==> config.mk <==
export PLATFORM = sky130hd
export DESIGN_NAME = hpp_port
export DESIGN_NICKNAME = d
export VERILOG_FILES = /design/src/common/hpp_pkg.sv /design/src/hw/hpp_port.sv /design/src/hw/hpp_sync.sv
export VERILOG_INCLUDE_DIRS = /design/src /design/src/common
export SDC_FILE = /design/constraint.sdc
export NUM_CORES = 1
export LEC_CHECK = 0
export BUFFER_PORTS_ARGS = -buffer_cell sky130_fd_sc_hd__buf_2
export CAP_MARGIN = 0
export CORE_ASPECT_RATIO = 1.4
export CORE_MARGIN = 2
export CORE_UTILIZATION = 40
export DETAILED_ROUTE_END_ITERATION = 8
export MAX_ROUTING_LAYER = met4
export PLACE_DENSITY = 0.66
export REMOVE_ABC_BUFFERS = 1
export SLEW_MARGIN = 20
export SYNTH_ARGS = -nofsm -noshare
export SYNTH_HDL_FRONTEND = slang
export SYNTH_SLANG_ARGS = --single-unit
==> constraint.sdc <==
create_clock -name clk -period 2.1 [get_ports clk]
set_clock_uncertainty 0.05 [all_clocks]
set_input_delay 0.105 -clock clk [delete_from_list [all_inputs] [get_ports clk]]
set_output_delay 0.105 -clock clk [all_outputs]
set_load 0.02 [all_outputs]
==> src/common/hpp_cfg.svh <==
// Constants for the host parallel byte port: control fields, reset values and status layout.
// What this block does
// - One 16-bit input buffer, one 16-bit output buffer.
// - Drive input-full and output-empty flag pins.
// - Status byte only with status select, proper byte select.
// - Strobes count only while chip select is low.
// - Strobe assertion raises enabled core interrupt.
// - Control bit 0 picks 8 or 16 bit.
// - Control bit 3 sets byte select polarity.
// - 16-bit byte mapping swaps with polarity bit.
// - 8-bit mode moves low byte only.
// - 16-bit flags set after high or low byte.
// - 8-bit flags set on every completed legal data access.
// - Control bit 1 picks separate or single strobe.
// - Separate strobes active low; bit 2 single polarity.
// - Control bit 4 sets flag pin polarity; the full pin in OR mode stays positive.
// - Control bit 5 puts flag OR on full pin.
// - Control bit 7 inverts status empty bit only.
// - Status byte: full bit 3, empty bit 2.
`ifndef HPP_CFG_SVH
`define HPP_CFG_SVH

// Field positions inside the control register.
`define HPP_CTL_WIDTH_BIT 0
`define HPP_CTL_STROBE_BIT 1
`define HPP_CTL_DS_POL_BIT 2
`define HPP_CTL_BSEL_POL_BIT 3
`define HPP_CTL_FLAG_POL_BIT 4
`define HPP_CTL_FLAG_OR_BIT 5
`define HPP_CTL_STAT_EMPTY_POL_BIT 7

// Field positions inside the status byte.
`define HPP_STAT_FULL_BIT 3
`define HPP_STAT_EMPTY_BIT 2

// Reset values.
`define HPP_CTL_RESET 8'h00
`define HPP_BUF_RESET 16'h0000
`define HPP_BYTE_ZERO 8'h00
// Status byte after reset: nothing received and the output buffer empty.
`define HPP_STAT_RESET 8'h04

// Number of synchroniser stages on every host pin.
`define HPP_SYNC_STAGES 2

`endif

==> src/common/hpp_pkg.sv <==
// Types shared by the host parallel byte port modules.
package hpp_pkg;

	// Host pins after synchronisation, in one bundle.
	typedef struct packed {
		logic chip_select_n;
		logic input_data_strobe;
		logic output_data_strobe;
		logic byte_select;
		logic status_select;
		logic [7:0] host_data_bus;
	} hpp_pins_t;

	// Whole state of the port.
	typedef struct packed {
		logic [7:0] host_port_control;
		logic [15:0] in_buf;
		logic [15:0] out_buf;
		logic input_full_flag;
		logic output_empty_flag;
		logic wr_act;
		logic wr_valid;
		logic wr_high;
		logic wr_last;
		logic [7:0] wr_byte;
		logic rd_act;
		logic rd_valid;
		logic rd_last;
		logic [7:0] bus_out;
		logic bus_oe_n;
		logic irq_in;
		logic irq_out;
		logic pin_full;
		logic pin_empty;
		logic [7:0] host_port_status_byte;
	} hpp_state_t;

endpackage

==> src/hw/hpp_port.sv <==
// Passive 8-bit host parallel port with 16-bit input and output buffers.
`timescale 1ns/10ps
`include "hpp_cfg.svh"
module hpp_port (
	input wire logic clk,
	input wire logic sys_rst,
	input wire logic port_chip_select_n,
	input wire logic input_data_strobe,
	input wire logic output_data_strobe,
	input wire logic byte_select,
	input wire logic status_select,
	input wire logic [7:0] host_data_bus_in,
	output logic [7:0] host_data_bus_out,
	output logic host_data_bus_oe_n,
	output logic input_full_flag,
	output logic output_empty_flag,
	input wire logic ctrl_wr,
	input wire logic [7:0] ctrl_wdata,
	output logic [7:0] ctrl_rdata,
	output logic [7:0] status_rdata,
	input wire logic core_in_rd,
	output logic [15:0] core_in_data,
	input wire logic core_out_wr,
	input wire logic [15:0] core_out_data,
	input wire logic int_en_in,
	input wire logic int_en_out,
	output logic irq_in_strobe,
	output logic irq_out_strobe
);

	// Width of the synchronised pin bundle.
	localparam int PW = $bits(hpp_pkg::hpp_pins_t);

	// Idle level of every host pin: deselected, strobes high, selects low.
	// A synchroniser cleared to zeros would look like chip select low with both
	// strobes asserted, and the port would take a false write right after reset.
	localparam hpp_pkg::hpp_pins_t PINS_IDLE = '{
		chip_select_n: 1'b1,
		input_data_strobe: 1'b1,
		output_data_strobe: 1'b1,
		byte_select: 1'b0,
		status_select: 1'b0,
		host_data_bus: `HPP_BYTE_ZERO
	};

	// Raw pins gathered for the synchroniser.
	logic [PW-1:0] raw_pins;
	// Synchronised pins as a flat vector.
	logic [PW-1:0] sync_pins;
	// Synchronised pins as a struct.
	hpp_pkg::hpp_pins_t p;
	// Registered state.
	hpp_pkg::hpp_state_t state_ff;
	// Next state.
	hpp_pkg::hpp_state_t nxt_state;

	// Decoded host access terms, taken from synchronised pins, the control register and the flags.
	// Set when 16-bit transfers are selected.
	logic mode16;
	// Byte select polarity from the control register.
	logic sel_pol;
	// Set when the single data strobe protocol is selected.
	logic single;
	// Single data strobe seen through its programmed active level.
	logic ds_on;
	// A host write access stands this cycle.
	logic wr_on;
	// A host read access stands this cycle.
	logic rd_on;
	// The access addresses the high byte of a buffer.
	logic is_high;
	// Byte select is at the level legal for status and 8-bit accesses.
	logic sel_ok;
	// The selection is not a reserved one.
	logic acc_valid;
	// Completion of this byte sets the matching flag.
	logic acc_last;
	// A host write completes this cycle and sets the full flag.
	logic set_full;
	// A host read completes this cycle and sets the empty flag.
	logic set_empty;
	// Status byte as the host would read it now.
	logic [7:0] stat_byte;

	// Every host pin arrives from outside the clock domain.
	assign raw_pins = {port_chip_select_n, input_data_strobe, output_data_strobe,
		byte_select, status_select, host_data_bus_in};

	// Two flip-flops before any decode looks at a pin.
	hpp_sync #(
		.W(PW),
		.RST_VAL(PINS_IDLE)
	) u_sync (
		.clk(clk),
		.sys_rst(sys_rst),
		.d(raw_pins),
		.q(sync_pins)
	);

	assign p = hpp_pkg::hpp_pins_t'(sync_pins);

	// Builds the status byte from the flags; the empty bit may be inverted for software only.
	function automatic logic [7:0] make_status(input logic full, input logic empty,
		input logic inv);
		logic [7:0] s;
		s = `HPP_BYTE_ZERO;
		s[`HPP_STAT_FULL_BIT] = full;
		s[`HPP_STAT_EMPTY_BIT] = empty ^ inv;
		return s;
	endfunction

	// Access decode. The strobe protocol and polarities come from the control register.
	always_comb begin
		mode16 = state_ff.host_port_control[`HPP_CTL_WIDTH_BIT];
		sel_pol = state_ff.host_port_control[`HPP_CTL_BSEL_POL_BIT];
		single = state_ff.host_port_control[`HPP_CTL_STROBE_BIT];
		// Single strobe polarity: set means active high, clear means active low.
		ds_on = state_ff.host_port_control[`HPP_CTL_DS_POL_BIT] ?
			p.input_data_strobe : ~p.input_data_strobe;
		// The output strobe pin carries the read/write line in single strobe mode.
		if (single) begin
			wr_on = ~p.chip_select_n & ds_on & ~p.output_data_strobe;
			rd_on = ~p.chip_select_n & ds_on & p.output_data_strobe;
		end else begin
			// Separate strobes are active low; a write wins if the host drives both.
			wr_on = ~p.chip_select_n & ~p.input_data_strobe;
			rd_on = ~p.chip_select_n & ~p.output_data_strobe & p.input_data_strobe;
		end
		// Byte select as seen through the polarity bit: one means the high byte.
		is_high = mode16 & (p.byte_select ^ sel_pol);
		// The level equal to the polarity bit is the only legal one for status and 8-bit.
		sel_ok = ~(p.byte_select ^ sel_pol);
		if (p.status_select) begin
			acc_valid = sel_ok;
		end else begin
			acc_valid = mode16 | sel_ok;
		end
		// Flags follow the high byte for polarity zero, the low byte for polarity one.
		if (mode16) begin
			acc_last = is_high ^ sel_pol;
		end else begin
			acc_last = 1'b1;
		end
		stat_byte = make_status(state_ff.input_full_flag, state_ff.output_empty_flag,
			state_ff.host_port_control[`HPP_CTL_STAT_EMPTY_POL_BIT]);
	end

	// Next-state logic for the whole port.
	always_comb begin
		nxt_state = state_ff;
		set_full = 1'b0;
		set_empty = 1'b0;

		// Core side control register write.
		if (ctrl_wr) begin
			nxt_state.host_port_control = ctrl_wdata;
		end

		// Host write: hold the latest byte while the strobe stands, commit on release.
		nxt_state.wr_act = wr_on;
		if (wr_on) begin
			nxt_state.wr_byte = p.host_data_bus;
			nxt_state.wr_high = is_high;
			// A write with status select is not a data access and is dropped.
			nxt_state.wr_valid = acc_valid & ~p.status_select;
			nxt_state.wr_last = acc_last;
		end else if (state_ff.wr_act && state_ff.wr_valid) begin
			// Completion of a legal host write lands in the input buffer.
			if (state_ff.wr_high) begin
				nxt_state.in_buf[15:8] = state_ff.wr_byte;
			end else begin
				nxt_state.in_buf[7:0] = state_ff.wr_byte;
			end
			set_full = state_ff.wr_last;
		end

		// Host read: drive the bus from a flip-flop while the strobe stands.
		nxt_state.rd_act = rd_on;
		if (rd_on) begin
			nxt_state.bus_oe_n = 1'b0;
			nxt_state.rd_valid = acc_valid & ~p.status_select;
			nxt_state.rd_last = acc_last;
			if (!acc_valid) begin
				// Reserved selections read as zero and set no flag; the strobe still raises an enabled interrupt.
				nxt_state.bus_out = `HPP_BYTE_ZERO;
			end else if (p.status_select) begin
				nxt_state.bus_out = stat_byte;
			end else if (is_high) begin
				nxt_state.bus_out = state_ff.out_buf[15:8];
			end else begin
				nxt_state.bus_out = state_ff.out_buf[7:0];
			end
		end else begin
			// Release the bus as soon as the strobe drops.
			nxt_state.bus_oe_n = 1'b1;
			nxt_state.bus_out = `HPP_BYTE_ZERO;
			if (state_ff.rd_act && state_ff.rd_valid) begin
				set_empty = state_ff.rd_last;
			end
		end

		// Core writes the output buffer.
		if (core_out_wr) begin
			nxt_state.out_buf = core_out_data;
		end

		// A host completion in the same cycle as a core clear wins, so no event is lost.
		nxt_state.input_full_flag = (state_ff.input_full_flag & ~core_in_rd) | set_full;
		nxt_state.output_empty_flag = (state_ff.output_empty_flag & ~core_out_wr) |
			set_empty;

		// One-cycle interrupt pulses on the leading edge of each enabled strobe.
		nxt_state.irq_in = wr_on & ~state_ff.wr_act & int_en_in;
		nxt_state.irq_out = rd_on & ~state_ff.rd_act & int_en_out;

		// Flag pins are registered from the next flag values so they track the flags.
		if (nxt_state.host_port_control[`HPP_CTL_FLAG_OR_BIT]) begin
			// The OR is always positive, whatever the pin polarity bit says.
			nxt_state.pin_full = nxt_state.input_full_flag |
				nxt_state.output_empty_flag;
		end else begin
			nxt_state.pin_full = nxt_state.input_full_flag ^
				nxt_state.host_port_control[`HPP_CTL_FLAG_POL_BIT];
		end
		nxt_state.pin_empty = nxt_state.output_empty_flag ^
			nxt_state.host_port_control[`HPP_CTL_FLAG_POL_BIT];

		// Core view of the status byte.
		nxt_state.host_port_status_byte = make_status(nxt_state.input_full_flag,
			nxt_state.output_empty_flag,
			nxt_state.host_port_control[`HPP_CTL_STAT_EMPTY_POL_BIT]);
	end

	// State register. After reset the input buffer is empty and the output buffer is empty,
	// so the empty flag starts set and the host knows there is nothing to read.
	always_ff @(posedge clk) begin
		if (sys_rst) begin
			state_ff <= '0;
			state_ff.host_port_control <= `HPP_CTL_RESET;
			state_ff.in_buf <= `HPP_BUF_RESET;
			state_ff.out_buf <= `HPP_BUF_RESET;
			state_ff.output_empty_flag <= 1'b1;
			state_ff.pin_empty <= 1'b1;
			state_ff.bus_oe_n <= 1'b1;
			state_ff.bus_out <= `HPP_BYTE_ZERO;
			state_ff.host_port_status_byte <= `HPP_STAT_RESET;
		end else begin
			state_ff <= nxt_state;
		end
	end

	// Every output comes straight from the state register.
	// Host bus drive and its enable, low while the port drives the bus.
	assign host_data_bus_out = state_ff.bus_out;
	assign host_data_bus_oe_n = state_ff.bus_oe_n;
	// Flag pins, already carrying their programmed polarity, except the full pin in OR mode, which is always positive.
	assign input_full_flag = state_ff.pin_full;
	assign output_empty_flag = state_ff.pin_empty;
	// Core side views of the control register, the status byte and the input buffer.
	assign ctrl_rdata = state_ff.host_port_control;
	assign status_rdata = state_ff.host_port_status_byte;
	assign core_in_data = state_ff.in_buf;
	assign irq_in_strobe = state_ff.irq_in;
	assign irq_out_strobe = state_ff.irq_out;

endmodule

==> src/hw/hpp_sync.sv <==
// Two-stage synchroniser for a bundle of host pins.
`timescale 1ns/10ps
module hpp_sync #(
	parameter int W = 13,
	// Pattern both stages load on reset; it should be the idle level of the pins.
	parameter logic [W-1:0] RST_VAL = '0
) (
	input wire logic clk,
	input wire logic sys_rst,
	input wire logic [W-1:0] d,
	output logic [W-1:0] q
);

	// First stage, read only by the second stage.
	logic [W-1:0] meta_ff;
	// Second stage, safe for logic.
	logic [W-1:0] safe_ff;

	// Both stages load the idle pattern on reset, so no false access follows release.
	always_ff @(posedge clk) begin
		if (sys_rst) begin
			meta_ff <= RST_VAL;
			safe_ff <= RST_VAL;
		end else begin
			meta_ff <= d;
			safe_ff <= meta_ff;
		end
	end

	// Only the second stage leaves the module.
	assign q = safe_ff;

endmodule
==> summary.md <==
| Metric | Value |
|---|---|
| Layout Nets | `494` |
| Sequential fraction of design power | `51.8%` |
| Final period utilization | `between 80% and 90%` |
| TritonCTS clock tree | `built` |
| Worst path required time | `around 2.3 ns` |
| Via density | `4.62` |
| Drt pass-1 iters | `4` |
| Fin. max-slew vios | `0` |
| DR vias | `2596` |
| Fmax | `slightly below 600 MHz` |
| Root buf cell | `clkbuf_16` |
| Synth Instances | `367` |
| Routed Antenna Nets | `0` |
| Area Growth Syn to Fin | `23.4%` |
| Flip-flop and latch count after synthesis | `97` |
| Starting density of the core | `about 41%` |
| Detailed placement HPWL | `4960 µm` |
| Crit path kind | `reg -> reg` |
| Critical path fanouts, max | `8` |
| Post-route cell area | `0.00459 mm²` |
| First-pass GRT wire length | `11900 µm` |
| Die area | `0.0101 mm²` |
| Worst vdd ir | `0.590 mV` |
| Cell Area, Placed | `0.00396 mm²` |
| CTS sink cnt | `97` |
| Clock-pin slew on the worst setup and hold paths | `0.06 ns` |
| Bufs on Longest Clock Path | `2` |
| Placeable Area | `0.00903 mm²` |
| Maxcap violations | `0` |
| Synth Cell Area | `about 0.0037 mm²` |
| Overall Global Routing Usage | `15.5%` |
| CTS resizes | `0` |
| Post-CTS Repair Setup Buffers | `0` |
| EDFF count, synth | `0` |
| Worst-Skew Late Latency | `approximately 0.34 ns` |
| Total Power | `3.73 mW` |
| Mean post-synth cell area | `10.1 µm²` |
| Die W | `85.5 µm` |
| Fraction of the yosys area taken by sequential cells | `52.2%` |
| Congestion Overflow GR | `0` |
| Share of cells above drive strength 1 | `25.5%` |
| Post-route minimum period | `1.71 ns` |
| Netlist cell types | `36` |
| Vias in the first global route | `2576` |
| Hold Violations, Final | `0` |
| DRC Markers | `0` |
| TritonCTS buffer count | `9` |
| Rows | `41` |
| Total wire length | `7340 µm` |
| First DRT Iteration DRCs | `123` |
| Routed len/inst | `13.1 µm` |
| Switch Pwr | `0.819 mW` |
| Arr. time, crit path | `1.92 ns` |
| CP Launch Type | `register` |
| I/O pin count | `89` |
| Logic pwr share | `7.9%` |
| Sw Share | `a little over a fifth` |
| Final WS setup | `roughly 0.4 ns` |
| Final core occ | `approximately 51%` |
| Unrepaired setup endpoints after global routing | `false` |
| Pre-CTS setup slack | `0.390 ns` |
| Initial antenna violation count | `0` |
| PortBufs | `82` |
| Crit end category | `register` |
| Htree depth | `3` |
| Hold WC Path Type | `in -> reg` |
| Status | `finished, final reports clean` |
| Die Height | `between 100 and 150 µm` |
| Synth warn | `0` |
| Final setup violating endpoints | `0` |
| Routability cong. | `0.815` |
| Main synth FF type | `dfxtp_1` |
| Diodes inserted | `0` |
| PwrDens | `812 mW/mm²` |
| Largest net degree at the start of global routing | `between 50 and 60` |
| Internal Power | `2.91 mW` |
| Final hold slack | `between 0.04 and 0.05 ns` |
| Leak | `~2.2 nW` |
| Async SR Flop Fraction | `0%` |
| Clock power share | `40.4%` |
==> synth_stat cells (3+ instances only) <==
master,number,area (µm²)
dfxtp_1,97,1940
inv_1,4,15.0
mux2i_1,52,521
a21oi_1,11,55.1
mux2_2,3,33.8
and2_1,3,18.8
nor2_1,39,146
buf_4,40,300
nand2_1,37,139
nand3_1,8,40.0
nor2b_1,22,138
or2_2,7,43.8
clkbuf_1,12,45.0
==> cells by family after synthesis <==
group	Yosys count	synth area share, %
muxes	55	14.9
xor gates and xnor gates	3	0.908
DFF	97	52.2
other	1	0.101
and+or+nand+nor	131	17.5
AOI/OAI and AO/OA	20	3.87
buffers and inverters	60	10.6
==> registers in the layout, indices dropped and copies added (netlist names), 8 cells and up <==
signal             count
u_sync.q              13
core_in_data          16
state_ff              32
host_data_bus_out      8
u_sync.meta_ff        13
ctrl_rdata             8
==> worst paths after layout <==
kind / endpoint / depth (start not counted) / start / slack (ns)
max: core_in_data[5] / 4 / ctrl_rdata[1] / 0.39
max reg2reg: core_in_data[5] / 4 / ctrl_rdata[1] / 0.39
min reg2reg: u_sync.q[11] / 1 / u_sync.meta_ff[11] / 0.37
min: ctrl_rdata[7] / 3 / ctrl_wdata[7] / 0.04
==> timing repair <==
| action | CTS | global route |
|---|---|---|
| setup endpoints to repair | 0 | 0 |
| endpoints found under the hold margin | 36 | 0 |
| hold buffers | 36 | 0 |
==> cell type report <==
type,instances,area [µm²]
inverter,4,15.0
sequential,97,1940
fill,838,4440
clock buffer,13,260
timing repair buffer,123,821
tap,107,134
multi-input combinational,215,1410
clock inverter,3,15.0
==> cell usage in the layout (no fill, tap or decap), types with 2 or more instances in the layout <==
cell and count:
clkbuf_16 9, buf_2 82, nor3_1 2, clkbuf_1 2
and2_1 3, nor2b_1 22, clkbuf_8 2, nor4b_1 2
dlygate4sd3_1 36, clkinv_2 3, buf_4 4, a21oi_1 11
mux2_2 3, xnor2_1 2, o211a_1 2, nor2_1 39
nand3_1 8, mux2i_1 52, or3_1 2, inv_1 4
nand2b_1 2, conb_1 6, a41oi_1 2, nand2_1 37
dfxtp_1 97, or2_2 7
==> metal layers <==
| metal | global-route usage [%] | wire length (µm) |
|---|---|---|
| met5 | - | 0 |
| met4 | 11.5 | 314 |
| met3 | 2.65 | 297 |
| met2 | 24.3 | 3700 |
| met1 | 17.3 | 3030 |
==> power groups by stage <==
stage	Clock [mW]	Sequential [mW]	Combinational, mW
3_5_place_dp	0	1.97	0.244
4_1_cts	1.55	1.93	0.296
6_report	1.51	1.93	0.294
5_1_grt	1.64	1.94	0.321
2_1_floorplan	0	1.98	0.112
3_3_place_gp	0	1.97	0.241
==> worst max-delay path: stages, from the launching register on <==
cell,delay (ns)
dfxtp_1,0.43
nor2_1,0.11
o31ai_4,0.27
and4b_1,0.54
mux2i_1,0.24
==> stage by stage <==
step	TNS, ns	instances
after floorplan	-0.608	316
after detailed placement	0	510
final	0	562
after CTS	0	562
after global routing	0	562
after global placement	0	510
No activity file was read; power rests on OpenSTA's default activity.
